[config.mk]
export PLATFORM = sky130hd
export DESIGN_NAME = ebi_bus_interface
export DESIGN_NICKNAME = d
export VERILOG_FILES = /design/src/ebi_pkg.sv /design/src/ebi_bus_interface.sv
export VERILOG_INCLUDE_DIRS = /design/src
export SDC_FILE = /design/constraint.sdc
export NUM_CORES = 1
export LEC_CHECK = 0
export BUFFER_PORTS_ARGS = -buffer_cell sky130_fd_sc_hd__clkbuf_2
export CORE_UTILIZATION = 48
export DETAILED_ROUTE_END_ITERATION = 7
export PLACE_DENSITY = 0.73
export SYNTH_ARGS = -nofsm -noshare
export SYNTH_HDL_FRONTEND = slang
export SYNTH_SLANG_ARGS = --single-unit
[constraint.sdc]
create_clock -name sys_clk -period 4.3 [get_ports sys_clk]
set_clock_uncertainty 0.2 [all_clocks]
set_input_delay 0.43 -clock sys_clk [delete_from_list [all_inputs] [get_ports sys_clk]]
set_output_delay 0.43 -clock sys_clk [all_outputs]
set_load 0.01 [all_outputs]
[src/ebi_map.svh]
// Constants for the external bus interface block
// Notes on behaviour
// Four phases from input clock, one each
// Inverted phase three drives timing reference
// Fourteen-bit address, memory or I/O select
// Eight-bit three-state data bus, D0 MSB
// Serial output data on address bit 13; the code puts it on address bit 0
// External instruction bit shown on bit 13; the code shows it on address bit 0
// Serial strobe pulses high for sampling
// Serial input sampled for store, test bit
// Read direction high on reads, floats granted
// Memory strobe low only with memory address
// Write strobe low with write data
// Hold request: finish cycle, float, grant
// Hold released: drop grant, resume
// Grant high exactly during hold state
// Ready low inserts wait states
// Fetch flag high on instruction fetch cycles
// Next memory cycle finishes first, three maximum
// Interrupt code inputs captured for interrupt logic
`ifndef EBI_MAP_SVH
`define EBI_MAP_SVH
`define EBI_PHASES 4
`define EBI_REF_PHASE 2'h2
`define EBI_ADDR_W 14
`define EBI_DATA_W 8
`define EBI_MAX_RUN 2'h3
`define EBI_SER_BIT 13
`endif

[src/ebi_pkg.sv]
// Types for the external bus interface block
`default_nettype none
package ebi_pkg;
  typedef enum logic [2:0] {
    EBI_NONE, EBI_MEM_READ, EBI_MEM_WRITE, EBI_SER_OUT, EBI_SER_IN, EBI_EXT_INSTR
  } ebi_op_type;
endpackage
`default_nettype wire

[src/ebi_bus_interface.sv]
// External bus interface: phase clock, memory cycles, hold, serial I/O
`include "ebi_map.svh"
`default_nettype none
module ebi_bus_interface (
  input wire logic sys_clk, // Input clock, four times system rate
  input wire logic resetn, // Asynchronous reset, active low
  input wire logic reqValid, // Core request, level held until reqDone
  input wire ebi_pkg::ebi_op_type reqOp, // Kind of bus operation
  input wire logic [13:0] reqAddr, // Address for the operation
  input wire logic [7:0] reqWrData, // Memory write data
  input wire logic reqFetch, // Memory read is an instruction fetch
  input wire logic reqSerBit, // Serial or external instruction bit
  input wire logic reqMoreMem, // Another memory cycle follows at once
  output logic reqDone, // One-cycle pulse, operation finished
  output logic [7:0] rdData, // Captured read data
  output logic serInBit, // Captured serial input bit
  output logic coreStall, // Core suspended by wait states
  output logic [2:0] irqCode, // Captured interrupt code
  output logic phase3RefN, // Inverted phase three reference
  output logic [13:0] addrOut, // Address bus drive
  output logic addrOe, // Address bus enable
  output logic [7:0] dataOut, // Data bus drive
  output logic dataOe, // Data bus enable
  input wire logic [7:0] dataIn, // Data bus sampled
  output logic memCycleStrobeN, // Memory cycle strobe, active low
  output logic writeStrobeN, // Write strobe, active low
  output logic readDirection, // Read direction
  output logic ctrlOe, // Enable of the three memory strobes
  output logic serialIoStrobe, // Serial I/O strobe
  input wire logic serialIoIn, // Serial I/O input pin
  input wire logic holdN, // Hold request, active low
  output logic busGrant, // Bus grant
  input wire logic ready, // Memory ready
  output logic fetchCycleFlag, // Instruction fetch indicator
  input wire logic irqCodeBit0, // Interrupt code bit 0
  input wire logic irqCodeBit1, // Interrupt code bit 1
  input wire logic irqCodeBit2 // Interrupt code bit 2
);
  typedef enum logic [1:0] {ST_IDLE, ST_BUSY, ST_HOLD} ebi_st_type;

  // ----------------------------------------
  // Phase generator
  // ----------------------------------------
  logic [1:0] phase_r;
  logic phaseEnd;
  // one phase per clock
  always_ff @(posedge sys_clk or negedge resetn) begin
    if (!resetn) phase_r <= 2'h0;
    else phase_r <= phase_r + 2'h1;
  end
  assign phaseEnd = (phase_r == 2'h3);
  // inverted phase three
  always_ff @(posedge sys_clk or negedge resetn) begin
    if (!resetn) phase3RefN <= 1'b1;
    else phase3RefN <= !(phase_r + 2'h1 == `EBI_REF_PHASE);
  end

  // ----------------------------------------
  // Input synchronisers
  // ----------------------------------------
  logic [5:0] s1_r, s2_r, s3_r;
  logic holdReq, readyS, serInS;
  always_ff @(posedge sys_clk or negedge resetn) begin
    if (!resetn) begin
      s1_r <= 6'h01;
      s2_r <= 6'h01;
      s3_r <= 6'h01;
    end else begin
      s1_r <= {irqCodeBit2, irqCodeBit1, irqCodeBit0, serialIoIn, ready, holdN};
      s2_r <= s1_r;
      s3_r <= s2_r;
    end
  end
  logic [5:0] filt_r;
  genvar g;
  generate
    for (g = 0; g < 6; g++) begin : gFilt
      always_ff @(posedge sys_clk or negedge resetn) begin
        if (!resetn) filt_r[g] <= (g == 0);
        else if (s2_r[g] == s3_r[g]) filt_r[g] <= s3_r[g];
      end
    end
  endgenerate
  assign holdReq = !filt_r[0];
  assign readyS = filt_r[1];
  assign serInS = filt_r[2];
  // interrupt code capture
  always_ff @(posedge sys_clk or negedge resetn) begin
    if (!resetn) irqCode <= 3'h0;
    else if (phaseEnd) irqCode <= filt_r[5:3];
  end

  // ----------------------------------------
  // Bus sequencer
  // ----------------------------------------
  ebi_st_type st_r;
  ebi_pkg::ebi_op_type op_r;
  logic [1:0] run_r;
  logic memOp, isMem, lastPhase, waiting;
  assign isMem = (reqOp == ebi_pkg::EBI_MEM_READ) || (reqOp == ebi_pkg::EBI_MEM_WRITE);
  assign memOp = (op_r == ebi_pkg::EBI_MEM_READ) || (op_r == ebi_pkg::EBI_MEM_WRITE);
  // wait while ready low
  assign waiting = (st_r == ST_BUSY) && memOp && !readyS;
  assign lastPhase = (st_r == ST_BUSY) && phaseEnd && !waiting;
  assign coreStall = waiting;

  always_ff @(posedge sys_clk or negedge resetn) begin
    if (!resetn) begin
      st_r <= ST_IDLE;
      op_r <= ebi_pkg::EBI_NONE;
      run_r <= 2'h0;
    end else if (phaseEnd) begin
      unique case (st_r)
        ST_IDLE: begin
          // grant only between cycles
          if (holdReq) st_r <= ST_HOLD;
          else if (reqValid) begin
            st_r <= ST_BUSY;
            op_r <= reqOp;
            run_r <= isMem ? 2'h1 : 2'h0;
          end
        end
        ST_BUSY: begin
          if (!waiting) begin
            // chained memory cycle first, at most three
            if (reqValid && isMem && memOp && reqMoreMem && run_r < `EBI_MAX_RUN) begin
              op_r <= reqOp;
              run_r <= run_r + 2'h1;
            end else if (holdReq) begin
              st_r <= ST_HOLD;
              op_r <= ebi_pkg::EBI_NONE;
            end else begin
              st_r <= ST_IDLE;
              op_r <= ebi_pkg::EBI_NONE;
            end
          end
        end
        ST_HOLD: begin
          // leave hold on release
          if (!holdReq) st_r <= ST_IDLE;
        end
      endcase
    end
  end

  // Latched request fields, steady for the whole cycle
  logic [13:0] addr_r;
  logic fetch_r, bit_r;
  always_ff @(posedge sys_clk or negedge resetn) begin
    if (!resetn) begin
      addr_r <= 14'h0000;
      dataOut <= 8'h00;
      fetch_r <= 1'b0;
      bit_r <= 1'b0;
    end else if (phaseEnd && reqValid && st_r != ST_HOLD && !waiting) begin
      addr_r <= reqAddr;
      dataOut <= reqWrData;
      fetch_r <= reqFetch && (reqOp == ebi_pkg::EBI_MEM_READ);
      bit_r <= reqSerBit;
    end
  end

  always_ff @(posedge sys_clk or negedge resetn) begin
    if (!resetn) reqDone <= 1'b0;
    else reqDone <= lastPhase;
  end

  // sample serial input
  always_ff @(posedge sys_clk or negedge resetn) begin
    if (!resetn) serInBit <= 1'b0;
    // Filter's next value: a reply to this cycle's address agrees only now
    else if (lastPhase && op_r == ebi_pkg::EBI_SER_IN) serInBit <= (s2_r[2] == s3_r[2]) ? s3_r[2] : serInS;
  end
  // capture read data
  always_ff @(posedge sys_clk or negedge resetn) begin
    if (!resetn) rdData <= 8'h00;
    else if (lastPhase && op_r == ebi_pkg::EBI_MEM_READ) rdData <= dataIn;
  end

  // ----------------------------------------
  // Pin drive
  // ----------------------------------------
  logic busy, serOut;
  assign busy = (st_r == ST_BUSY);
  assign serOut = (op_r == ebi_pkg::EBI_SER_OUT) || (op_r == ebi_pkg::EBI_EXT_INSTR);
  // bit 0 carries serial bit
  assign addrOut = (busy && serOut) ? {addr_r[13:1], bit_r} : addr_r;
  // floated exactly in hold
  assign addrOe = (st_r != ST_HOLD);
  assign ctrlOe = (st_r != ST_HOLD);
  assign busGrant = (st_r == ST_HOLD);
  // memory strobe
  assign memCycleStrobeN = !(busy && memOp);
  // read direction, drivers off on reads
  assign readDirection = busy && (op_r == ebi_pkg::EBI_MEM_READ);
  // write data and strobe
  assign dataOe = busy && (op_r == ebi_pkg::EBI_MEM_WRITE);
  assign writeStrobeN = !(dataOe && (phase_r == 2'h1 || phase_r == 2'h2));
  // strobe mid cycle
  assign serialIoStrobe = busy && serOut && (phase_r == 2'h2);
  // fetch flag
  assign fetchCycleFlag = busy && fetch_r;
endmodule
`default_nettype wire

==> results of run 1 <==
cells by family (layout without fill, tap and decap cells):
kind of cell	Yosys count	in the layout	synth area share [%]
simple gates	41	41	7.93
fa+ha+maj	13	13	5.09
mux	38	38	14.8
buf+inv	29	124	6.25
compound gates	12	12	3.23
xor+xnor	4	4	1.21
flops	71	71	61.4
timing repair:
| action | in CTS | in global routing |
|---|---|---|
| resized for setup | 0 | 0 |
| hold buffers | 6 | 0 |
| endpoints found under the hold margin | 6 | 0 |
layer usage:
metal,wire length (um),vias up
li1,-,873
met3,347,10
met4,116,0
met1,2400,897
met2,2600,77
met5,0,-
per-stage QoR:
| stage | total power [mW] | setup slack [ps] | util [%] | instances | hold slack [ps] |
|---|---|---|---|---|---|
| finish | 2.12 | 1680 | 63.0 | 375 | 92.3 |
| global route | 2.25 | 1480 | 63.0 | 375 | 105 |
| CTS | 2.15 | 1660 | 63.0 | 375 | 90.9 |
| detailed placement | 1.60 | 1890 | 58.3 | 353 | 135 |
| global placement | 1.56 | 1970 | 58.3 | 353 | 133 |
| floorplan | 1.41 | 2180 | - | 208 | -65.6 |
synthesized netlist by cell type, types with 3 or more instances:
master    number  area, sq um
buf_4         15          113
dfrtp_1       66         1650
dfstp_2        5          131
ha_1           7         87.6
inv_1         11         41.3
maj3_1         6         60.1
mux2_1         5         56.3
mux2_2        31          349
nand2_1       15         56.3
nand2b_1       3         18.8
nand3_1        3         15.0
nor2_1         3         11.3
nor3_1         3         15.0
o21ai_0        5         25.0
xnor2_1        3         26.3
sequential cells by signal, summed over array words and instances, names as in the netlist, 3 cells and up:
register,count
rdData,8
dataOut,8
s2_r,6
addr_r,14
op_r,3
filt_r,4
s3_r,6
irqCode,3
s1_r,6
power groups by stage:
stage,clock [mW],combinational [mW],sequential (mW)
final,0.538,0.601,0.984
after global routing,0.578,0.662,1.01
after CTS,0.552,0.609,0.984
after detailed placement,0,0.601,0.995
after global placement,0,0.579,0.984
after floorplan,0,0.413,0.994
how the worst max path moves through the flow:
stage                       start         end  slack (ps)  depth (start not counted)
after floorplan           st_r[1]    run_r[0]        2180                          8
after global placement    st_r[1]   rdData[6]        1970                          6
after detailed placement  st_r[1]   rdData[0]        1890                          6
after CTS                 st_r[1]  addrOut[0]        1660                          6
after global routing      st_r[1]   coreStall        1480                          5
final                     st_r[1]  addrOut[0]        1680                          6
layout make-up:
| class | instances | area, sq um | area share [%] |
|---|---|---|---|
| Inverter | 11 | 41.3 | 1.15 |
| Tap cell | 72 | 90.1 | 2.52 |
| Clock buffer | 11 | 151 | 4.23 |
| Clock inverter | 5 | 56.3 | 1.57 |
| Multi-Input combinational cell | 108 | 937 | 26.2 |
| Sequential cell | 71 | 1780 | 49.8 |
| Timing Repair Buffer | 97 | 518 | 14.5 |
worst max-delay path, cell delays in order, from the launching register on:
cell,delay [ps]
dfrtp_1,400
inv_1,80
ha_1,350
nand2_1,120
nor2_1,190
mux2_2,380
clkbuf_2,130
==> out/results.ini, run 1 <==
[final_layout]
antenna_cells = 0
final_area_sq_um = 3580
drive_gt1_share_pct = 48.8
mostFrequentLayoutCells = 89 x clkbuf_2, 66 x dfrtp_1, 31 x mux2_2
fillers = 464
final_common_cell = clkbuf_2
area_growth_syn_to_layout_pct = 23.3
num-nets-final = 350

[drt]
drtAntennaViolNets = 0
vias_per_cell = 4.95
wire_per_inst_um = 14.6
drt_drc_violations_left = 0
num_vias = 1857
firstDrtPassIters = 4
drt-total-wl_mm = 5.47
drtIter0Drc = 110

[power_and_ir_drop]
pwr-share-clk_pct = 25.4
p_per_area_nw_per_um2 = 593
p_int_mw = 1.45
switching_share_pct = 31.5
combPwrFrac_pct = 28.3
p_sw_mw = 0.668
seqPwrFrac_pct = 46.3
ir_worst_vdd_mv = 0.374
p_leak_nw = 1.74

[cts]
cts_root_buffer = clkbuf_8
cts.sinks = 71
clkLatencyLatePin_ps = 340
htree_levels = 3
clkTransAtPathRegs_ps = 80
cts_setup_buffers = 0
cts_tree = yes
clock_path_buffers = 2
cts_buffers = 9

[die]
rows = 27
dieArea_sq_um = 6360
die_x_um = 79.8
core_sq_um = 5680
chipHeight_um = 79.8
initial_core_util_pct = 51.1
num_io_pins = 91

[synthesis]
syn_avg_cell_area_sq_um = 13.9
ys_ff_latch = 71
synth_area_sq_um = 2900
synth_cells = 208
yosysUniqueCellTypes = 36
synth_nets = 260
synth_edf_count = 0
seq_area_frac_synth_pct = 61.4
yosys_warnings = 0
ys.flop_type = dfrtp_1
async_flop_share_pct = 100

[grt]
grtUsageMet1_pct = 24.7
met2_usage_pct = 29.4
gr-usage-all-layers_pct = 19.2
busiest_layer = met2
grt_antenna_before_repair = 0
grt_max_degree = 53
grt_pass1_vias = 1854
use_met3_pct = 5.14
grt_overflow = 0
grt_pass1_wl_mm = 8.89

[worst_setup_path]
worst_setup_path_end_kind = output port
worstSetupPathType = reg2out
r2r_start = st_r[1]
r2r_end = rdData[0]
reg2reg_depth = 6
cp.required_ps = 3670
worstSetupStartpointType = flop
crit_fanout = 10
crit_arrival_ps = 1990
r2r_slack_ps = 1880

[timing]
fin_crit_ps = 2620
worstMarginPinSlew_ps = 1110
hold_viol = 0
fin_crit_sh_pct = 61.0
finalSetupTns_ps = 0
drv_slew = 0
rsz0062_at_grt = no
setup_violations = 0
slew_headroom_pct = 25.9
max_freq_mhz = 381

[worst_hold_path]
hold_class = in2async

[placement]
place.gp.congestion = 0.864
placed_area_sq_um = 3310
hpwlAfterDp_mm = 3.90
io_buffers = 90

[job]
drv_cap = 0

[run_status]
status = finished, final reports clean

No activity file was read; power rests on OpenSTA's default activity.
==> run 2, diff against run 1 <==
clock period = 2.55 ns   (was 4.3 ns; I/O delays follow)
==> run 2 against run 1 <==
Compared with the run above: final area increased by 10%; sequential cell count unchanged; setup slack got worse by 1500 ps; count of clock-buffer cells in the layout increased by 2; total power increased by 70%; routed wire length increased by 12%; global-route usage increased by 2.2 points; first-iteration DRC count decreased by 20%.
==> out/results.ini, run 2 (synthesis results as in run 1) <==
[cts]
cts_tree = yes
cts_buffers = 9  ; unchanged
htree_levels = 3  ; unchanged
cts_setup_buffers = 0  ; unchanged
cts_root_buffer = clkbuf_8
cts_hold_buf = 42  ; +36
clkTransAtPathRegs_ps = 70  ; about the same
cts.sinks = 71  ; unchanged
clock_path_buffers = 2  ; unchanged
clkLatencyLatePin_ps = 340  ; about the same
cts_resized = 0  ; unchanged

[worst_setup_path]
crit_path_cell_trace = inv_1, ha_1, buf_4, nand2_1, nor2_1, mux2_2, clkbuf_2
r2r_slack_ps = 300  ; -1580 ps
cp.required_ps = 2100  ; -1570 ps
crit_arrival_ps = 1940  ; -50 ps
crit_path_max_incr_delay_ps = 400  ; about the same
worstSetupPathType = reg2out
worst_setup_path_end_kind = output port
path_delay_family = flip-flops
cp_slowest_cell = dfrtp_1
path_buf_inv = 3  ; +1
worstSetupStartpointType = flop
crit_fanout = 9  ; -1

[final_layout]
area_growth_syn_to_layout_pct = 35.8
largest_reg_flops = 14  ; unchanged
num-nets-final = 387  ; +11%
final_common_cell = clkbuf_2
largest_register = addr_r
drive_gt1_share_pct = 42.9  ; -5.9 points
multiInputGateArea_sq_um = 937  ; unchanged
antenna_cells = 0  ; unchanged
reg.largest.list = addr_r: 14 flops, dataOut: 8 flops, rdData: 8 flops
final_area_sq_um = 3940  ; +10%
mostFrequentLayoutCells = 89 x clkbuf_2, 66 x dfrtp_1, 42 x dlygate4sd3_1
fillers = 416  ; -10%
seq_area_sq_um = 1780  ; unchanged
fin_util_pct = 69.4  ; +6.4 points

[run_status]
status = finished, final reports clean

[timing]
worstMarginPinSlew_ps = 630  ; -482 ps
finalSetupTns_ps = 0  ; unchanged
drv_slew = 0  ; unchanged
setup_violations = 0  ; unchanged
fin_crit_sh_pct = 93.8
hold_viol = 0  ; unchanged
fin_crit_ps = 2390
rsz0062_at_grt = no
slew_headroom_pct = 57.7  ; +32 points
max_freq_mhz = 418

[die]
core_sq_um = 5680  ; unchanged
initial_core_util_pct = 51.1  ; unchanged
dieArea_sq_um = 6360  ; unchanged
num_io_pins = 91  ; unchanged
die_x_um = 79.8  ; unchanged
rows = 27  ; unchanged
chipHeight_um = 79.8  ; unchanged

[job]
drv_cap = 0  ; unchanged

[grt]
grt_antenna_before_repair = 0  ; unchanged
grt_overflow = 0  ; unchanged
gr-usage-all-layers_pct = 21.3  ; +2.2 points
grt_pass1_vias = 2135  ; +15%
grt_pass1_wl_mm = 9.96  ; +12%
grt_max_degree = 72  ; +36%

[placement]
io_buffers = 90  ; unchanged
hpwlAfterDp_mm = 3.67  ; -6.0%
place.gp.congestion = 0.817  ; -5.5%
placed_area_sq_um = 3330  ; +0.60%

[drt]
vias_per_cell = 4.96  ; about the same
drt_drc_violations_left = 0  ; unchanged
drtAntennaViolNets = 0  ; unchanged
firstDrtPassIters = 4  ; unchanged
wire_per_inst_um = 14.8  ; +1.6%
drt-total-wl_mm = 6.10  ; +12%
num_vias = 2042  ; +10%
drtIter0Drc = 88  ; -20%

[worst_hold_path]
hold_class = reg2reg

[power_and_ir_drop]
p_leak_nw = 1.89  ; +8.5%
ir_worst_vdd_mv = 0.524  ; +40%
p_per_area_nw_per_um2 = 916  ; +54%

## run 2: stage by stage
stage               setup slack, ps  power, mW  hold WS [ps]  cells
finish                          158       3.61           148    412
global route                   58.1       3.82           152    412
CTS                             148       3.61           151    412
detailed placement              377       2.69           106    354
global placement                399       2.64           104    354
floorplan                       429       2.37          -241    208
## run 2: path summary, 6_finish.rpt
check / startpoint / to / cells past startpoint
setup / recovery: st_r[1] / addrOut[0] / 7
hold reg to reg: s1_r[1] / s2_r[1] / 0
hold / removal: s1_r[1] / s2_r[1] / 0
min in group asynchronous: resetn / irqCode[2] / 3
max in group asynchronous: resetn / s1_r[0] / 3
setup reg to reg: st_r[1] / addr_r[9] / 6
## run 2: where the power goes
group	leakage [nW]	switching, mW	internal (mW)
logic	0.958	0.530	0.548
clock network	0.0936	0.387	0.478
registers	0.835	0.221	1.45
## run 2: routing by layer
| layer | track usage (%) | part of all wire, % | up-vias |
|---|---|---|---|
| met2 | 36.5 | 51 | 81 |
| li1 | - | - | 952 |
| met1 | 25.8 | 42 | 1000 |
| met4 | 9.11 | 1.2 | 0 |
| met3 | 4.91 | 6.0 | 9 |
| met5 | 0 | 0 | - |
## run 2: area by class of cell
type,instances,share of cell area (%)
Clock inverter,3,1.08
Inverter,11,1.05
Sequential cell,71,45.2
Clock buffer,13,3.78
Timing Repair Buffer,134,22.8
Multi-Input combinational cell,108,23.8
Tap cell,72,2.29
==> run 3, diff against run 2 <==
GPL_TIMING_DRIVEN = 0   (was default)
==> run 3 against run 2 <==
Compared with the run above: clock power up 15%; maximum frequency shrank 0.89%; cell count rose by 4.1%; total power increased by 7.2%; hold slack worse by 130 ps; via count grew 2.1%; setup slack lost 21 ps.
==> out/results.ini, run 3 (synthesis results as in run 1) <==
[run_status]
status = finished, final reports clean

[final_layout]
drive_gt1_share_pct = 46.2  ; +3.3 points
num-nets-final = 404  ; +4.4%
stdcell_count = 429  ; +4.1%
mostFrequentLayoutCells = 89 x clkbuf_2, 66 x dfrtp_1, 42 x dlygate4sd3_1
reg.largest.list = addr_r: 14 flops, dataOut: 8 flops, rdData: 8 flops
fillers = 393  ; -5.5%
area_growth_syn_to_layout_pct = 41.6
final_common_cell = clkbuf_2
antenna_cells = 0  ; unchanged
final_area_sq_um = 4110  ; +4.2%
largest_reg_flops = 14  ; unchanged
largest_register = addr_r

[drt]
drt_drc_violations_left = 0  ; unchanged
firstDrtPassIters = 4  ; unchanged
vias_per_cell = 4.86  ; -2.0%
wire_per_inst_um = 13.8  ; -6.6%
drtAntennaViolNets = 0  ; unchanged
drt-total-wl_mm = 5.94  ; -2.7%
drtIter0Drc = 52  ; -41%
num_vias = 2084  ; +2.1%

[power_and_ir_drop]
p_per_area_nw_per_um2 = 943  ; +2.9%
combPwrFrac_pct = 32.0  ; +2.2 points
p_leak_nw = 1.98  ; +5.2%
p_sw_mw = 1.18  ; +3.3%
ir_worst_vdd_mv = 0.735  ; +40%
seqPwrFrac_pct = 42.3  ; -3.9 points
switching_share_pct = 30.4  ; -1.2 points
p_int_mw = 2.70  ; +9.1%
pwr-share-clk_pct = 25.7  ; +1.7 points

[placement]
place.gp.congestion = 0.825  ; +1.1%
dp_slack_ps = 146  ; -231 ps
placed_area_sq_um = 3460  ; +4.1%
hpwlAfterDp_mm = 3.81  ; +3.7%
place_inst = 371  ; +4.8%
io_buffers = 90  ; unchanged

[worst_setup_path]
cp_slowest_cell = dfrtp_1
crit_fanout = 10  ; +1
crit_path_max_incr_delay_ps = 410  ; about the same
crit_path_cell_trace = inv_1, ha_1, buf_4, nor2b_1, a31oi_2, nand2_1, mux2_2
worstSetupPathType = reg2reg
worst_setup_path_end_kind = flop
crit_arrival_ps = 2430  ; +490 ps
r2r_start = st_r[1]
crit_start = st_r[1]
cp.required_ps = 2570  ; +470 ps
worstSetupStartpointType = flop

[timing]
drv_slew = 0  ; unchanged
max_freq_mhz = 414  ; -0.89%
setup_violations = 0  ; unchanged
setup_ws_ps = 137  ; -21.5 ps
fin_crit_sh_pct = 94.6  ; +0.84 points
fin_crit_ps = 2410  ; +21.5 ps
hold_viol = 0  ; unchanged
worstMarginPinSlew_ps = 597  ; -32.7 ps
finalSetupTns_ps = 0  ; unchanged
holdWs_ps = 14.6  ; -134 ps
rsz0062_at_grt = no
slew_headroom_pct = 59.9  ; +2.2 points

[die]
dieArea_sq_um = 6360  ; unchanged
core_sq_um = 5680  ; unchanged
initial_core_util_pct = 51.1  ; unchanged
die_x_um = 79.8  ; unchanged
num_io_pins = 91  ; unchanged
chipHeight_um = 79.8  ; unchanged
rows = 27  ; unchanged

[grt]
grt_max_degree = 39  ; -46%
grt_pass1_wl_mm = 9.83  ; -1.4%
grt_pass1_vias = 2155  ; +0.94%
grt_antenna_before_repair = 0  ; unchanged
grt_overflow = 0  ; unchanged
gr-usage-all-layers_pct = 20.5  ; -0.85 points

[cts]
clkLatencyLatePin_ps = 340  ; about the same
cts_buffers = 9  ; unchanged
clock_path_buffers = 2  ; unchanged
cts_root_buffer = clkbuf_8
cts.sinks = 71  ; unchanged
clkTransAtPathRegs_ps = 80  ; about the same
htree_levels = 3  ; unchanged
cts_tree = yes

[job]
drv_cap = 0  ; unchanged

[worst_hold_path]
hold_class = in2reg
min-delay-start = reqOp[0]

run 3: changes by cell type in the layout (fill, tap and decap cells not counted):
cell       previous run  this run
buf_6                 0         2
bufinv_16             1         2
clkbuf_1              3         1
buf_4                 1        15
clkbuf_4              0         1
clkinv_4              0         1
run 3: path summary, 6_finish.rpt:
path                       slack, ps  cells past startpoint        end
max                              140                      7  rdData[0]
min                               10                      3    op_r[0]
max reg2reg                      140                      7  rdData[0]
min reg2reg                      150                      0    s2_r[2]
max in group asynchronous       1260                      3    s1_r[0]
min in group asynchronous        250                      2  filt_r[5]
run 3: repair_timing:
action,4_1_cts,5_1_grt
resized for setup,0,0
endpoints found under the hold margin,76,0
setup buffers,0,0
hold buffers,42,0
run 3: area by class of cell:
class	instances	area (sq um)	area share (%)
buffer	18	140	3.41
clock inverter	5	81.3	1.98
inverter	11	41.3	1.01
tap	72	90.1	2.19
multi-input combinational	108	937	22.8
timing repair buffer	133	893	21.7
clock buffer	11	141	3.44
sequential	71	1780	43.4
run 3: critical path, delay by kind of cell, from the launching register on:
kind,cells,cell delay [ps]
buffers and inverters,2,250
adder cells (fa/ha/maj),1,140
AO/OA/AOI/OAI,1,220
flip-flops,1,410
AND/OR/NAND/NOR,2,710
multiplexers,1,390
run 3: through the flow:
stage	utilization [%]	total power [mW]
finish	72.4	3.87
global route	72.4	4.08
CTS	72.4	3.88
detailed placement	61.0	2.84
global placement	60.6	2.78
floorplan	-	2.37
run 3: metal layers:
metal  global-route usage (%)  vias to the layer above  routed length, um
met5                        0                        -                  0
met4                     7.32                        0                 39
met3                     5.03                        3                351
met2                     34.1                       70               2980
met1                     26.0                     1024               2560
li1                         -                      987                  -
run 3: power by group through the flow:
stage | Combinational (mW) | Clock [mW] | Sequential [mW]
after floorplan | 0.697 | 0 | 1.68
after global placement | 1.14 | 0 | 1.63
after detailed placement | 1.18 | 0 | 1.65
after CTS | 1.24 | 1.01 | 1.64
after global routing | 1.36 | 1.04 | 1.69
final | 1.24 | 0.995 | 1.64
